--- src/ppr_pkg.sv ---
// package: selects, field positions, reset values and carrier types for the painting registers
package ppr_pkg;
    // register selects on the painting internal bus (source/destination code)
    localparam logic [4:0] SEL_VME_CTRL = 5'h00;
    localparam logic [4:0] SEL_VME_STAT = 5'h01;
    localparam logic [4:0] SEL_ADDR_HI = 5'h02;
    localparam logic [4:0] SEL_ADDR_LO = 5'h03;
    localparam logic [4:0] SEL_INT_ID = 5'h04;
    localparam logic [4:0] SEL_ROM_PTR = 5'h05;
    localparam logic [4:0] SEL_MUL_MODE = 5'h06;
    localparam logic [4:0] SEL_BITNUM = 5'h07;
    localparam logic [4:0] SEL_OUT_FLAGS = 5'h08;
    localparam logic [4:0] SEL_IN_FLAGS = 5'h09;
    localparam logic [4:0] SEL_LED_FLAGS = 5'h0A;
    localparam logic [4:0] SEL_BRANCH = 5'h0B;
    localparam logic [4:0] SEL_VME_DATA = 5'h0C;
    localparam logic [4:0] SEL_MUL_X = 5'h0D;
    localparam logic [4:0] SEL_MUL_Y = 5'h0E;
    localparam logic [4:0] SEL_MUL_RES = 5'h0F;
    // field positions
    localparam int CTRL_WIDTH_BIT = 0;
    localparam int STAT_PEND_BIT = 15;
    localparam int STAT_ILLACC_BIT = 4;
    localparam int STAT_AERR_BIT = 3;
    localparam int STAT_ATO_BIT = 2;
    localparam int STAT_ERR_BIT = 1;
    localparam int STAT_TO_BIT = 0;
    localparam int IN_FIFO_BIT = 10;
    localparam int IN_DIR_BIT = 9;
    // values after reset
    localparam logic [15:0] STAT_IDLE = 16'hFFFF;
    localparam logic [3:0] LED_RESET = 4'hF;
    localparam logic [15:0] IN_FIXED_ONES = 16'hF900;
    // transfer timeout
    localparam int CLK_MHZ = 100;
    localparam int TIMEOUT_US = 5;
    localparam int TIMEOUT_CYC = TIMEOUT_US * CLK_MHZ;
    localparam int TMO_W = 10;
    // one master transfer request toward the bus
    typedef struct packed {
        logic [23:0] addr;
        logic [5:0] am;
        logic word;
        logic write;
        logic [15:0] data;
    } ppr_xfer_s;
    // error flags of one transfer, active high inside the block
    typedef struct packed {
        logic illacc;
        logic berr;
        logic tmo;
    } ppr_err_s;
    typedef enum logic [1:0] {XF_IDLE, XF_WAIT} ppr_xfer_e;
endpackage

--- src/ppr_regs.sv ---
// painting processor internal register bank with bus master transfer control
`timescale 1ns/1ns
module ppr_regs
(
    input wire logic clock_i,
    input wire logic rstn_i,
    input wire logic wr_i, // microcode write strobe, destination select valid
    input wire logic rd_i, // microcode read strobe, source select valid
    input wire logic [4:0] sel_i, // register select
    input wire logic [15:0] wdata_i,
    input wire logic cnt_up_i, // count address up by one
    input wire logic cnt_dn_i, // count address down by one
    input wire logic start_i, // start a bus transfer
    input wire logic start_write_i, // direction of started transfer
    input wire logic route_res_i, // result routed straight into an operand
    input wire logic bitnum_sel_i, // microcode picks bit-number override
    input wire logic [15:0] instr_i, // instruction word toward the alu slice
    input wire logic int_enable_i, // board interrupt enable
    input wire logic int_ack_i, // interrupt cycle accepted by handler
    input wire logic dtack_i, // bus data acknowledge (pin)
    input wire logic berr_i, // bus error acknowledge (pin)
    input wire logic [15:0] bus_rdata_i, // data returned by the bus slave
    input wire logic [31:0] product_i, // multiplier product
    input wire logic fifo_ready_i, // fifo has readable words
    input wire logic fifo_dir_i, // fifo direction, 1 painting to viewing
    input wire logic [7:0] peer_flags_i, // viewing processor flags
    output logic [15:0] rdata_o,
    output ppr_pkg::ppr_xfer_s xfer_o,
    output logic xfer_req_o,
    output logic irq_req_o, // interrupt cycle request
    output logic [7:0] irq_vector_o,
    output logic int_flag_o, // board interrupt flag
    output logic mul_signed_o,
    output logic [15:0] mul_x_o,
    output logic [15:0] mul_y_o,
    output logic [15:0] instr_o, // instruction with override applied
    output logic [7:0] out_flags_o,
    output logic [3:0] status_flags_o, // board status bits
    output logic [3:0] led_n_o, // lamp drive, low lights
    output logic [14:0] branch_o,
    output logic [15:0] rom_ptr_o
);
    // pin synchronisers: stage one feeds stage two only
    logic [1:0] sync1_ff;
    logic [1:0] sync2_ff;
    always_ff @(posedge clock_i or negedge rstn_i)
    begin
        if (!rstn_i)
        begin
            sync1_ff <= 2'h0;
            sync2_ff <= 2'h0;
        end
        else
        begin
            sync1_ff <= {berr_i, dtack_i};
            sync2_ff <= sync1_ff;
        end
    end
    wire logic dtack_s = sync2_ff[0];
    wire logic berr_s = sync2_ff[1];

    wire logic wr_hit_ctrl = wr_i && (sel_i == ppr_pkg::SEL_VME_CTRL);
    wire logic rd_stat = rd_i && (sel_i == ppr_pkg::SEL_VME_STAT);
    wire logic rd_res = rd_i && (sel_i == ppr_pkg::SEL_MUL_RES);
    wire logic ld_x = wr_i && (sel_i == ppr_pkg::SEL_MUL_X);
    wire logic ld_y = wr_i && (sel_i == ppr_pkg::SEL_MUL_Y);

    // configuration registers written by microcode
    logic [6:0] ctrl_ff, nxt_ctrl;
    logic [23:0] addr_ff, nxt_addr;
    logic [15:0] rom_ptr_ff, nxt_rom_ptr;
    logic mul_signed_ff, nxt_mul_signed;
    logic mpenbl_ff, nxt_mpenbl; // product-half enable, bit 1 of mode register
    logic [3:0] bitnum_ff, nxt_bitnum;
    logic [7:0] out_flags_ff, nxt_out_flags;
    logic [3:0] led_ff, nxt_led;
    logic [14:0] branch_ff, nxt_branch;
    logic [15:0] mul_x_ff, nxt_mul_x;
    logic [15:0] mul_y_ff, nxt_mul_y;
    logic mpsel_ff, nxt_mpsel; // product-half-select flip-flop

    // lower product half when select set, upper when clear
    wire logic [15:0] res_half = mpsel_ff ? product_i[15:0] : product_i[31:16];
    // routing into an operand follows the enable bit, not the flip-flop
    wire logic [15:0] route_half = mpenbl_ff ? product_i[15:0] : product_i[31:16];

    always_comb
    begin
        nxt_ctrl = ctrl_ff;
        nxt_addr = addr_ff;
        nxt_rom_ptr = rom_ptr_ff;
        nxt_mul_signed = mul_signed_ff;
        nxt_mpenbl = mpenbl_ff;
        nxt_bitnum = bitnum_ff;
        nxt_out_flags = out_flags_ff;
        nxt_led = led_ff;
        nxt_branch = branch_ff;
        nxt_mul_x = mul_x_ff;
        nxt_mul_y = mul_y_ff;
        nxt_mpsel = mpsel_ff;
        // write decode
        if (wr_i)
        begin
            unique case (sel_i)
                ppr_pkg::SEL_VME_CTRL: nxt_ctrl = wdata_i[6:0];
                ppr_pkg::SEL_ADDR_HI: nxt_addr[23:16] = wdata_i[7:0];
                ppr_pkg::SEL_ADDR_LO: nxt_addr[15:0] = wdata_i;
                ppr_pkg::SEL_ROM_PTR: nxt_rom_ptr = wdata_i;
                ppr_pkg::SEL_MUL_MODE:
                begin
                    nxt_mul_signed = wdata_i[0];
                    nxt_mpenbl = wdata_i[1];
                end
                ppr_pkg::SEL_BITNUM: nxt_bitnum = wdata_i[3:0];
                ppr_pkg::SEL_OUT_FLAGS: nxt_out_flags = wdata_i[7:0];
                ppr_pkg::SEL_LED_FLAGS: nxt_led = wdata_i[3:0];
                ppr_pkg::SEL_BRANCH: nxt_branch = wdata_i[14:0];
                ppr_pkg::SEL_MUL_X: nxt_mul_x = route_res_i ? route_half : wdata_i;
                ppr_pkg::SEL_MUL_Y: nxt_mul_y = route_res_i ? route_half : wdata_i;
                default: ;
            endcase
        end
        // counting; a write to either address half in the same cycle takes priority
        if (!(wr_i && (sel_i == ppr_pkg::SEL_ADDR_HI || sel_i == ppr_pkg::SEL_ADDR_LO)))
        begin
            if (cnt_up_i && !cnt_dn_i)
                nxt_addr = addr_ff + 24'h000001;
            else if (cnt_dn_i && !cnt_up_i)
                nxt_addr = addr_ff - 24'h000001;
        end
        // operand load loads the select from the enable; result reads toggle it
        if (ld_x || ld_y)
            nxt_mpsel = mpenbl_ff;
        else if (rd_res)
            nxt_mpsel = ~mpsel_ff;
    end

    always_ff @(posedge clock_i or negedge rstn_i)
    begin
        if (!rstn_i)
        begin
            ctrl_ff <= 7'h00;
            addr_ff <= 24'h000000;
            rom_ptr_ff <= 16'h0000;
            mul_signed_ff <= 1'b0;
            mpenbl_ff <= 1'b0;
            bitnum_ff <= 4'h0;
            out_flags_ff <= 8'h00;
            led_ff <= ppr_pkg::LED_RESET;
            branch_ff <= 15'h0000;
            mul_x_ff <= 16'h0000;
            mul_y_ff <= 16'h0000;
            mpsel_ff <= 1'b0;
        end
        else
        begin
            ctrl_ff <= nxt_ctrl;
            addr_ff <= nxt_addr;
            rom_ptr_ff <= nxt_rom_ptr;
            mul_signed_ff <= nxt_mul_signed;
            mpenbl_ff <= nxt_mpenbl;
            bitnum_ff <= nxt_bitnum;
            out_flags_ff <= nxt_out_flags;
            led_ff <= nxt_led;
            branch_ff <= nxt_branch;
            mul_x_ff <= nxt_mul_x;
            mul_y_ff <= nxt_mul_y;
            mpsel_ff <= nxt_mpsel;
        end
    end

    // bus transfer engine with error capture
    ppr_pkg::ppr_xfer_e xst_ff, nxt_xst;
    logic req_ff, nxt_req; // transfer open, its own flop so the pin needs no decode
    ppr_pkg::ppr_xfer_s xfer_ff, nxt_xfer;
    logic [ppr_pkg::TMO_W-1:0] tmo_ff, nxt_tmo;
    ppr_pkg::ppr_err_s last_ff, nxt_last; // last transfer errors, active high
    ppr_pkg::ppr_err_s acc_ff, nxt_acc; // accrued errors, active high
    logic [15:0] vdata_ff, nxt_vdata;

    always_comb
    begin
        nxt_xst = xst_ff;
        nxt_xfer = xfer_ff;
        nxt_tmo = tmo_ff;
        nxt_last = last_ff;
        nxt_acc = acc_ff;
        nxt_vdata = vdata_ff;
        if (wr_i && sel_i == ppr_pkg::SEL_VME_DATA)
            nxt_vdata = wdata_i;
        // clearing on read; an error landing this cycle still sets below
        if (rd_stat)
            nxt_acc = '0;
        unique case (xst_ff)
            ppr_pkg::XF_IDLE:
            begin
                if (start_i)
                begin
                    // odd word address runs as even, flagged illegal
                    nxt_xfer.addr = {addr_ff[23:1],
                        addr_ff[0] & ~ctrl_ff[ppr_pkg::CTRL_WIDTH_BIT]};
                    nxt_xfer.am = ctrl_ff[6:1];
                    nxt_xfer.word = ctrl_ff[ppr_pkg::CTRL_WIDTH_BIT];
                    nxt_xfer.write = start_write_i;
                    nxt_xfer.data = vdata_ff;
                    nxt_last.illacc = ctrl_ff[ppr_pkg::CTRL_WIDTH_BIT] & addr_ff[0];
                    nxt_last.berr = 1'b0;
                    nxt_last.tmo = 1'b0;
                    nxt_acc.illacc = nxt_acc.illacc | nxt_last.illacc;
                    nxt_tmo = '0;
                    nxt_xst = ppr_pkg::XF_WAIT;
                end
            end
            ppr_pkg::XF_WAIT:
            begin
                nxt_tmo = tmo_ff + 1'b1;
                if (berr_s)
                begin
                    nxt_last.berr = 1'b1;
                    nxt_acc.berr = 1'b1;
                    nxt_xst = ppr_pkg::XF_IDLE;
                end
                else if (dtack_s)
                begin
                    if (!xfer_ff.write)
                        nxt_vdata = bus_rdata_i;
                    nxt_xst = ppr_pkg::XF_IDLE;
                end
                else if (tmo_ff == ppr_pkg::TMO_W'(ppr_pkg::TIMEOUT_CYC - 1))
                begin
                    nxt_last.tmo = 1'b1;
                    nxt_acc.tmo = 1'b1;
                    nxt_xst = ppr_pkg::XF_IDLE;
                end
            end
        endcase
        // request pin follows the next state, so it rises with the wait state
        nxt_req = (nxt_xst == ppr_pkg::XF_WAIT);
    end

    always_ff @(posedge clock_i or negedge rstn_i)
    begin
        if (!rstn_i)
        begin
            xst_ff <= ppr_pkg::XF_IDLE;
            req_ff <= 1'b0;
            xfer_ff <= '0;
            tmo_ff <= '0;
            last_ff <= '0;
            acc_ff <= '0;
            vdata_ff <= 16'h0000;
        end
        else
        begin
            xst_ff <= nxt_xst;
            req_ff <= nxt_req;
            xfer_ff <= nxt_xfer;
            tmo_ff <= nxt_tmo;
            last_ff <= nxt_last;
            acc_ff <= nxt_acc;
            vdata_ff <= nxt_vdata;
        end
    end

    // interrupt id: flag, pending and cycle request
    logic int_flag_ff, nxt_int_flag;
    logic irq_ff, nxt_irq;
    logic [7:0] vec_ff, nxt_vec;
    always_comb
    begin
        nxt_int_flag = int_flag_ff;
        nxt_irq = irq_ff;
        nxt_vec = vec_ff;
        // acknowledge ends the cycle; a fresh write wins over it
        if (int_ack_i)
        begin
            nxt_irq = 1'b0;
            nxt_int_flag = 1'b0;
        end
        if (wr_i && sel_i == ppr_pkg::SEL_INT_ID)
        begin
            nxt_vec = wdata_i[7:0];
            nxt_int_flag = 1'b1;
            nxt_irq = int_enable_i;
        end
    end
    always_ff @(posedge clock_i or negedge rstn_i)
    begin
        if (!rstn_i)
        begin
            int_flag_ff <= 1'b0;
            irq_ff <= 1'b0;
            vec_ff <= 8'h00;
        end
        else
        begin
            int_flag_ff <= nxt_int_flag;
            irq_ff <= nxt_irq;
            vec_ff <= nxt_vec;
        end
    end

    // read mux and override, registered so every output is a flip-flop
    logic [15:0] rdata_ff, nxt_rdata;
    logic [15:0] instr_ff, nxt_instr;
    always_comb
    begin
        nxt_rdata = rdata_ff;
        if (rd_i)
        begin
            unique case (sel_i)
                ppr_pkg::SEL_VME_STAT:
                begin
                    // active low, unused bits one
                    nxt_rdata = ppr_pkg::STAT_IDLE;
                    nxt_rdata[ppr_pkg::STAT_PEND_BIT] = ~int_flag_ff;
                    nxt_rdata[ppr_pkg::STAT_ILLACC_BIT] = ~acc_ff.illacc;
                    nxt_rdata[ppr_pkg::STAT_AERR_BIT] = ~acc_ff.berr;
                    nxt_rdata[ppr_pkg::STAT_ATO_BIT] = ~acc_ff.tmo;
                    nxt_rdata[ppr_pkg::STAT_ERR_BIT] = ~last_ff.berr;
                    nxt_rdata[ppr_pkg::STAT_TO_BIT] = ~last_ff.tmo;
                end
                ppr_pkg::SEL_IN_FLAGS:
                begin
                    nxt_rdata = ppr_pkg::IN_FIXED_ONES | {8'h00, peer_flags_i};
                    nxt_rdata[ppr_pkg::IN_FIFO_BIT] = fifo_ready_i;
                    nxt_rdata[ppr_pkg::IN_DIR_BIT] = fifo_dir_i;
                end
                ppr_pkg::SEL_VME_DATA: nxt_rdata = vdata_ff;
                ppr_pkg::SEL_MUL_RES: nxt_rdata = res_half;
                default: nxt_rdata = 16'hFFFF;
            endcase
        end
        nxt_instr = instr_i;
        if (bitnum_sel_i)
            nxt_instr[12:9] = bitnum_ff;
    end
    always_ff @(posedge clock_i or negedge rstn_i)
    begin
        if (!rstn_i)
        begin
            rdata_ff <= 16'h0000;
            instr_ff <= 16'h0000;
        end
        else
        begin
            rdata_ff <= nxt_rdata;
            instr_ff <= nxt_instr;
        end
    end

    assign rdata_o = rdata_ff;
    assign xfer_o = xfer_ff;
    assign xfer_req_o = req_ff;
    assign irq_req_o = irq_ff;
    assign irq_vector_o = vec_ff;
    assign int_flag_o = int_flag_ff;
    assign mul_signed_o = mul_signed_ff;
    assign mul_x_o = mul_x_ff;
    assign mul_y_o = mul_y_ff;
    assign instr_o = instr_ff;
    assign out_flags_o = out_flags_ff;
    assign status_flags_o = led_ff;
    assign led_n_o = led_ff;
    assign branch_o = branch_ff;
    assign rom_ptr_o = rom_ptr_ff;
endmodule // ppr_regs

--- config.mk ---
export PLATFORM = sky130hd
export DESIGN_NAME = ppr_regs
export DESIGN_NICKNAME = d
export VERILOG_FILES = /design/src/ppr_pkg.sv /design/src/ppr_regs.sv
export SDC_FILE = /design/constraint.sdc
export NUM_CORES = 1
export LEC_CHECK = 0
export ABC_AREA = 0
export BUFFER_PORTS_ARGS = -buffer_cell sky130_fd_sc_hd__buf_2
export CORE_AREA = 5 5 150 152
export CTS_CLUSTER_DIAMETER = 100
export DETAILED_ROUTE_END_ITERATION = 8
export DIE_AREA = 0 0 155 157
export GPL_TIMING_DRIVEN = 0
export PLACE_DENSITY = 0.81
export SLEW_MARGIN = 20
export SYNTH_ARGS = -nofsm -noshare
export SYNTH_HDL_FRONTEND = slang
export SYNTH_SLANG_ARGS = --single-unit
--- constraint.sdc ---
create_clock -name clock_i -period 5.65 [get_ports clock_i]
set_input_delay 0.2825 -clock clock_i [delete_from_list [all_inputs] [get_ports clock_i]]
set_output_delay 0.2825 -clock clock_i [all_outputs]
set_load 0.1 [all_outputs]
# Word level (Yosys, flattened, before mapping)
# Index checks and enable logic that the tools add are counted.
# Widths: inputs -> output; s select.
# word_totals
reg_bits	241
out_inout_bits	171
elab_cells	141
# op_classes
n_addsub	3
eq_ne	23
muxes	42
bitwise	11
reduce_logical	29
# op_table
cell	n
$mux 16	9
$mux 24	4
$pmux 16 s4	1
$eq 5x4->1 const B	8
$add 24x1->24 const B	1
$sub 24x1->24 const B	1
$reduce_and 2->1	11
$eq 5x3->1 const B	4
$pmux 10 s2	1
$mux 1	15
$mux 2	6
$add 10x1->10 const B	1
$eq 10x9->1 const B	1
$eq 5x2->1 const B	2
$mux 10	1
$ne 2x2->1 const B	5
$logic_and 1x1->1	9
$mux 8	1
$not 1->1	8
$pmux 2 s2	2
$eq 5x1->1 const B	1
$logic_not 5->1	1
$eq 2x1->1 const B	2
$mux 4	1
other kinds (8)	12

# Logic depth before layout (Yosys ltp)
# Gate-level depths: netlist (run 1).
# depth
word_depth	7
depth_mapped	10
depth_no_buf	7

# Worst setup path before layout (run 1)
# OpenSTA, ideal clock, no wires.
# synth_timing
path_kind	register to register
start	register addr_ff[0]
end	register addr_ff[22]
setup_time_ns	0.135
t_arrival_ns	2.329
t_required_ns	5.515
setup_slack_ns	3.187
stages_incl_launch_ff	11
period_less_slack_ns	2.463
cell_sequence	dfrtp_1 clkbuf_1 inv_1 ha_1 or4b_1 buf_2 or3_1 buf_6 nor4b_4 o31a_1 o211ai_1
# synth_between
elab_chain_len	4
word_cells_on_any_way	5
classes_between	2 x add/sub; 3 x mux
# synth_lines
item	line_no	source
start: declaration	ppr_regs.sv:70	logic [23:0] addr_ff, nxt_addr;
start signal: assignment	ppr_regs.sv:158	addr_ff <= nxt_addr;
$sub 24x1->24	ppr_regs.sv:129	nxt_addr = addr_ff - 24'h000001;
$mux 24	ppr_regs.sv:128	else if (cnt_dn_i && !cnt_up_i)
$mux 24 (*)	ppr_regs.sv:126	if (cnt_up_i && !cnt_dn_i)
$mux 24 (*)	ppr_regs.sv:124	if (!(wr_i && (sel_i == ppr_pkg::SEL_ADDR_HI || sel_i == ppr_pkg::SEL_ADDR_LO)))
net nxt_addr[22]	ppr_regs.sv:70	
# Mark *: on every way through the listed nets, which the timed path passes. The rest lies on a longest branch.
# A chain may end at the register's enable or synchronous reset.

# Worst setup path after layout (run 1)
# Ends and elaborated chain as after synthesis.

==> results of run 1 <==
-- kinds of logic after synthesis --
kind of cell | share of synthesized area
buf+inv | 0.0335
mux | 0.191
fa+ha+maj | 0.00330
simple gates | 0.119
compound gates | 0.108
xor+xnor | 0.0154
flops | 0.531
-- final cells by class --
class	count	area, µm²
clock inverters	10	88.8
fillers	1599	6620
inverters	13	48.8
plain buffers	77	332
flip-flops and latches	241	6040
clock buffers	38	766
well taps	275	344
multi-input cells	678	4970
repair buffers	300	1690
-- sequential cells by signal, summed over array words and instances (netlist names), 2 cells and up --
| register | cells |
|---|---|
| xfer_o | 48 |
| addr_ff | 24 |
| instr_o | 16 |
| mul_x_o | 16 |
| mul_y_o | 16 |
| rdata_o | 16 |
| rom_ptr_o | 16 |
| vdata_ff | 16 |
| branch_o | 15 |
| tmo_ff | 10 |
| irq_vector_o | 8 |
| out_flags_o | 8 |
| ctrl_ff | 7 |
| bitnum_ff | 4 |
| led_n_o | 4 |
| acc_ff | 3 |
| last_ff | 2 |
| sync1_ff | 2 |
| sync2_ff | 2 |
| xst_ff | 2 |
-- worst max-delay path: cells and delay by family, from the launching register on --
family,cells,cell delay (ns)
AND/OR/NAND/NOR,3,1.06
buffers and inverters,4,0.70
flip-flops,1,0.38
adder cells (fa/ha/maj),1,0.22
AO/OA/AOI/OAI,2,0.27
-- per-layer routing --
metal	track usage	wire, µm	up-vias
li1	-	-	4324
met1	0.385	14600	4834
met2	0.473	17200	499
met3	0.0657	3080	83
met4	0.0904	1180	4
met5	0	21	-
-- synth_stat cells, drive strengths merged (9+ instances only) --
master	number	area, µm²
a21oi	68	340
a31oi	15	93.8
buf	18	110
clkbuf	59	221
dfrtp	237	5930
inv	13	48.8
mux2	147	1660
mux2i	51	510
nand2	53	199
nand2b	9	63.8
nand3	18	90.1
nand4	11	68.8
nor2	93	349
nor2b	9	56.3
nor3	18	90.1
nor4	16	113
o21ai	28	144
o22ai	12	81.3
xor2	12	105
-- stage by stage --
stage	area [µm²]	instances	util	hold slack, ns
after detailed placement	13100	1557	0.629	0.278
after floorplan	11400	1009	-	-0.0131
after CTS	14300	1632	0.683	0.000151
final	14300	1632	0.683	0.0207
after global routing	14300	1632	0.683	0.0239
after global placement	13100	1555	0.626	0.333
-- worst paths after layout --
kind	startpoint	endpoint	slack (ns)	depth (start not counted)
max	addr_ff[0]	addr_ff[22]	2.87	10
min	bus_rdata_i[11]	vdata_ff[11]	0.02	3
max reg2reg	addr_ff[0]	addr_ff[22]	2.87	10
min reg2reg	sync1_ff[1]	sync2_ff[1]	0.34	0
max in group asynchronous	rstn_i	tmo_ff[1]	4.12	4
min in group asynchronous	rstn_i	instr_o[14]	0.30	2
-- report_power, final --
group          internal [mW]  switching, mW
sequential              2.18          0.309
combinational          0.806           3.08
clock                  0.986          0.694
==> reports/results.ini, run 1 <==
[grt]
track_usage = 0.288
grt_max_degree = 96
first_global_vias = 9872
grt-ovfl-total = 0
antenna_found_initial = 2
grt_pass1_wl_um = 55700

[clock_network]
h-tree-depth = 1
cts_buffer_depth = 3
clock_latency_ns = 0.53
clk_pin_slew_worst_paths_ns = 0.07
cts_resized = 0
postCtsSetupBuffers = 0
numCtsBuffers = 26
cts.sinks = 241
cts_tree = built
postCtsHoldBufs = 27
cts_root_buf = clkbuf_16

[drt]
route.detailed.drc = 0
dr.pass1.iters = 5
ant_nets = 0
drt-total-wl_um = 36100
drt_iter0_drc = 793
wl_per_cell_um = 22.1
vias = 9744
viasPerCell = 5.97

[power]
p_leak_nw = 6.55
ir_worst_vdd_uv = 409
powerDensity_mw_per_mm2 = 564
p_total_mw = 8.05

[synth]
yosys_register_bits = 241
synthArstFlopShare = 1.00
synth_area_mm2 = 0.0114
syn_inst = 1009
yosysWarnings = 0
synth_edf_count = 0
synthDistinctLibCells = 67
ys.flop_type = dfrtp_1
syn_avg_cell_area_um2 = 11.3
synth_nets = 1121
ys_seq_area_frac = 0.531

[setup_path]
cp_max_fo = 9
crit_required_ns = 6.05
endpoint_kind = register
slowest_stage = or4b_1
path_class = reg -> reg
cp-start-kind = register
arrival_ns = 3.18
crit_chain = clkbuf_1, inv_1, ha_1, or4b_1, buf_2, or3_1, buf_6, nor4b_4, o31a_1, o211ai_1
cp_slowest_stage_delay_ns = 0.43

[die]
core_mm2 = 0.0209
row_count = 53
die_w_um = 155
start_util = 0.544
die_y_um = 157
die-area_mm2 = 0.0243
pin_count = 280

[sta]
hold_viol_final = 0
rsz0062_at_grt = no
fin_crit_sh = 0.492
setup_viol = 0
timing.setup.tns_ns = 0
finalMaxSlewViolations = 0
max_slew.worst_pin.slew_ns = 1.16
max_freq_mhz = 360
skew_ns = 0.0118
post-route-min-period_ns = 2.78
maxSlewHeadroom = 0.225
fin_ws_ns = 2.87

[cells_and_area]
drive_gt1_frac = 0.363
final_common_cell = buf_2
nets = 1449
syn_to_final_growth_pct = 25.6
n_antenna_cell = 0
final_cell_mix = buf_2, dfrtp_1, mux2_2, nor2_1, a21oi_1

[hold_path]
hp-class = in -> reg

[run_status]
status = complete, no violations

[place]
post-place-ws_ns = 2.93
port_buffers = 271
dp_hpwl_um = 25900
gp_congestion = 0.949

[flow_run]
cap_violations = 0

Note: power is estimated with default switching activity, not from simulation.
==> run 2: changes to the inputs <==
--- a/config.mk
+++ b/config.mk
@@ -5,14 +5,14 @@
 export SDC_FILE = /design/constraint.sdc
 export NUM_CORES = 1
 export LEC_CHECK = 0
-export ABC_AREA = 0
+export ABC_AREA = 1
 export BUFFER_PORTS_ARGS = -buffer_cell sky130_fd_sc_hd__buf_2
-export CORE_AREA = 5 5 150 152
+export CORE_AREA = 5 5 154 156
 export CTS_CLUSTER_DIAMETER = 100
 export DETAILED_ROUTE_END_ITERATION = 8
-export DIE_AREA = 0 0 155 157
+export DIE_AREA = 0 0 159 161
 export GPL_TIMING_DRIVEN = 0
-export PLACE_DENSITY = 0.81
+export PLACE_DENSITY = 0.79
 export SLEW_MARGIN = 20
 export SYNTH_ARGS = -nofsm -noshare
 export SYNTH_HDL_FRONTEND = slang
==> constraint.sdc (replaced) <==
create_clock -name clock_i -period 2.8 [get_ports clock_i]
set_input_delay 0.14 -clock clock_i [delete_from_list [all_inputs] [get_ports clock_i]]
set_output_delay 0.14 -clock clock_i [all_outputs]
set_load 0.1 [all_outputs]
==> run 2 against run 1 <==
Total power increased by 120%. Final cell count grew 30%. Sequential cell count is the same.
==> reports/results.ini, run 2 <==
[grt]
first_global_vias = 11810  ; was 9872
grt_pass1_wl_um = 65500  ; was 55700 µm
grt-ovfl-total = 0  ; unchanged
antenna_found_initial = 2  ; unchanged
grt_max_degree = 94  ; was 96
track_usage = 0.317  ; was 0.288

[power]
powerDensity_mw_per_mm2 = 1160  ; was 564 mW/mm²
ir_worst_vdd_uv = 1080  ; was 409 µV
p_leak_nw = 7.60  ; was 6.55 nW
p_total_mw = 17.6  ; was 8.05 mW

[setup_path]
path_class = reg -> reg  ; unchanged
endpoint_kind = register  ; unchanged
crit_required_ns = 3.22  ; was 6.05 ns
cp_max_fo = 10  ; was 9
crit_top_cell = nor2_1
crit_chain = nor2_1, nand3_1, clkbuf_1, nor2_1, a31oi_1, dlygate4sd3_1  ; was clkbuf_1, inv_1, ha_1, or4b_1, buf_2, or3_1, buf_6, nor4b_4, o31a_1, o211ai_1
cp-start-kind = register  ; unchanged
slowest_stage = dlygate4sd3_1  ; was or4b_1
cp_slowest_stage_delay_ns = 0.58  ; was 0.43 ns
arrival_ns = 2.80  ; was 3.18 ns

[drt]
dr.max_layer_used = met4  ; was met5
dr.pass1.iters = 7  ; was 5
vias = 11974  ; was 9744
wl_met2_um = 19100  ; was 17200 µm
route.detailed.drc = 0  ; unchanged
drt-met1-wl_um = 16500  ; was 14600 µm
wl_met3_um = 4500  ; was 3080 µm
wl_per_cell_um = 19.8  ; was 22.1 µm
ant_nets = 0  ; unchanged
drt-total-wl_um = 41900  ; was 36100 µm
viasPerCell = 5.65  ; was 5.97
drt_iter0_drc = 1222  ; was 793

[place]
dp_hpwl_um = 30500  ; was 25900 µm
dpl_cell_area_mm2 = 0.0135  ; was 0.0131 mm²
port_buffers = 278  ; was 271
gp_congestion = 0.957  ; was 0.949
post-place-ws_ns = 0.723  ; was 2.93 ns
placed_cells = 2003  ; was 1557

[sta]
whs_ns = 0.0196  ; was 0.0207 ns
timing.setup.tns_ns = 0  ; unchanged
max_freq_mhz = 421  ; was 360 MHz
setup_viol = 0  ; unchanged
finalMaxSlewViolations = 0  ; unchanged
post-route-min-period_ns = 2.38  ; was 2.78 ns
hold_viol_final = 0  ; unchanged
rsz0062_at_grt = no  ; unchanged
fin_ws_ns = 0.423  ; was 2.87 ns
skew_ns = 0.0109  ; was 0.0118 ns
maxSlewHeadroom = 0.515  ; was 0.225
fin_crit_sh = 0.849  ; was 0.492
max_slew.worst_pin.slew_ns = 0.723  ; was 1.16 ns

[cells_and_area]
stdcell_count = 2120  ; was 1632
final_cell_mix = nand2_1, buf_2, dfrtp_1, o21ai_0, nor2_1  ; was buf_2, dfrtp_1, mux2_2, nor2_1, a21oi_1
final_common_cell = nand2_1  ; was buf_2
final_area_mm2 = 0.0151  ; was 0.0143 mm²
fin_util = 0.680  ; was 0.683
largest_reg_flops = 48  ; unchanged
nets = 1926  ; was 1449
drive_gt1_frac = 0.224  ; was 0.363
syn_to_final_growth_pct = 29.3  ; was 25.6%
multi_input_area_mm2 = 0.00487  ; was 0.00497 mm²
register_area_mm2 = 0.00604  ; unchanged
fill_cells = 1832  ; was 1599

[flow_run]
cap_violations = 0  ; unchanged

[clock_network]
clk_pin_slew_worst_paths_ns = 0.07  ; about the same
cts_tree = built  ; unchanged
numCtsBuffers = 25  ; was 26
cts_resized = 0  ; unchanged
cts.sinks = 241  ; unchanged
cts_root_buf = clkbuf_16  ; unchanged
postCtsSetupBuffers = 0  ; unchanged
postCtsHoldBufs = 69  ; was 27
h-tree-depth = 1  ; unchanged
clock_latency_ns = 0.54  ; was 0.53 ns
cts_buffer_depth = 3  ; unchanged

[die]
start_util = 0.526  ; was 0.544
die_y_um = 161  ; was 157 µm
core_mm2 = 0.0222  ; was 0.0209 mm²
row_count = 55  ; was 53
pin_count = 280  ; unchanged
die_w_um = 159  ; was 155 µm
die-area_mm2 = 0.0256  ; was 0.0243 mm²

[synth]
ys.flop_type = dfrtp_1  ; unchanged
synth_nets = 1550  ; was 1121
synth_area_mm2 = 0.0117  ; was 0.0114 mm²
synth_area_leaders = dfrtp_1, nand2_1, o21ai_0, nor2_1, inv_1  ; was dfrtp_1, mux2_2, mux2i_1, nor2_1, a21oi_1
yosysWarnings = 0  ; unchanged
syn_inst = 1438  ; was 1009
ys_seq_area_frac = 0.516  ; was 0.531
synth_edf_count = 0  ; unchanged
synthArstFlopShare = 1.00  ; unchanged
synthDistinctLibCells = 39  ; was 67
netlist.area_leader.share = 0.507  ; was 0.522
yosys_register_bits = 241  ; unchanged
yosysTopAreaCell = dfrtp_1  ; unchanged
synth_common_cells = nand2_1, dfrtp_1, o21ai_0  ; was dfrtp_1, mux2_2, nor2_1
syn_avg_cell_area_um2 = 8.13  ; was 11.3 µm²
yosysMostFrequentCell = nand2_1  ; was dfrtp_1

[run_status]
status = complete, no violations  ; unchanged

[hold_path]
hp-class = in -> reg  ; unchanged

## run 2: cell types whose count changed in the layout (fill, tap and decap cells not counted), sizes merged, moves of 51 or more
cell	before	now
nand2	53	402
nand3	18	92
inv	13	128
mux2i	51	0
o21ai	28	208
mux2	147	36
## run 2: worst paths after layout
check,cells past startpoint,slack (ns),to,start
worst max register to register,6,0.42,vdata_ff[10],xst_ff[1]
worst max-delay path,6,0.42,vdata_ff[10],xst_ff[1]
worst min-delay path,5,0.02,addr_ff[21],wdata_i[5]
max in group asynchronous,4,1.40,led_n_o[1],rstn_i
worst min register to register,0,0.35,sync2_ff[1],sync1_ff[1]
min in group asynchronous,2,0.13,instr_o[14],rstn_i
## run 2: final cells by class
class	count	share of cell area
Antenna cell	2	0.000331
Buffer	65	0.0202
Clock buffer	34	0.0463
Clock inverter	12	0.0146
Inverter	128	0.0318
Multi-Input combinational cell	1004	0.322
Sequential cell	241	0.399
Tap cell	285	0.0236
Timing Repair Buffer	349	0.142
## run 2: worst max-delay path, delay by kind of cell (launching register included)
family          cells  cell delay [ns]
flops               1             0.40
compound gates      1             0.06
simple gates        3             0.88
buf+inv             2             0.92
## run 2: logic make-up after synthesis
family	count (synthesis)	share of synthesized area
AOI/OAI and AO/OA	303	0.139
xor gates and xnor gates	11	0.00824
adders and majority gates	3	0.00321
buffers and inverters	193	0.0672
DFF	241	0.516
muxes	36	0.0347
and+or+nand+nor	651	0.231
## run 2: where the power goes
| group | switching, mW | internal [mW] | leakage [nW] |
|---|---|---|---|
| Sequential | 0.731 | 4.45 | 2.94 |
| Combinational | 7.01 | 1.61 | 4.21 |
| Clock | 1.45 | 2.31 | 0.448 |
| Total | 9.19 | 8.37 | 7.60 |
## run 2: metal layers
metal | track usage | vias to the layer above
met5 | 0 | -
met2 | 0.496 | 675
met3 | 0.0811 | 117
met4 | 0.126 | 0
li1 | - | 5472
met1 | 0.426 | 5710
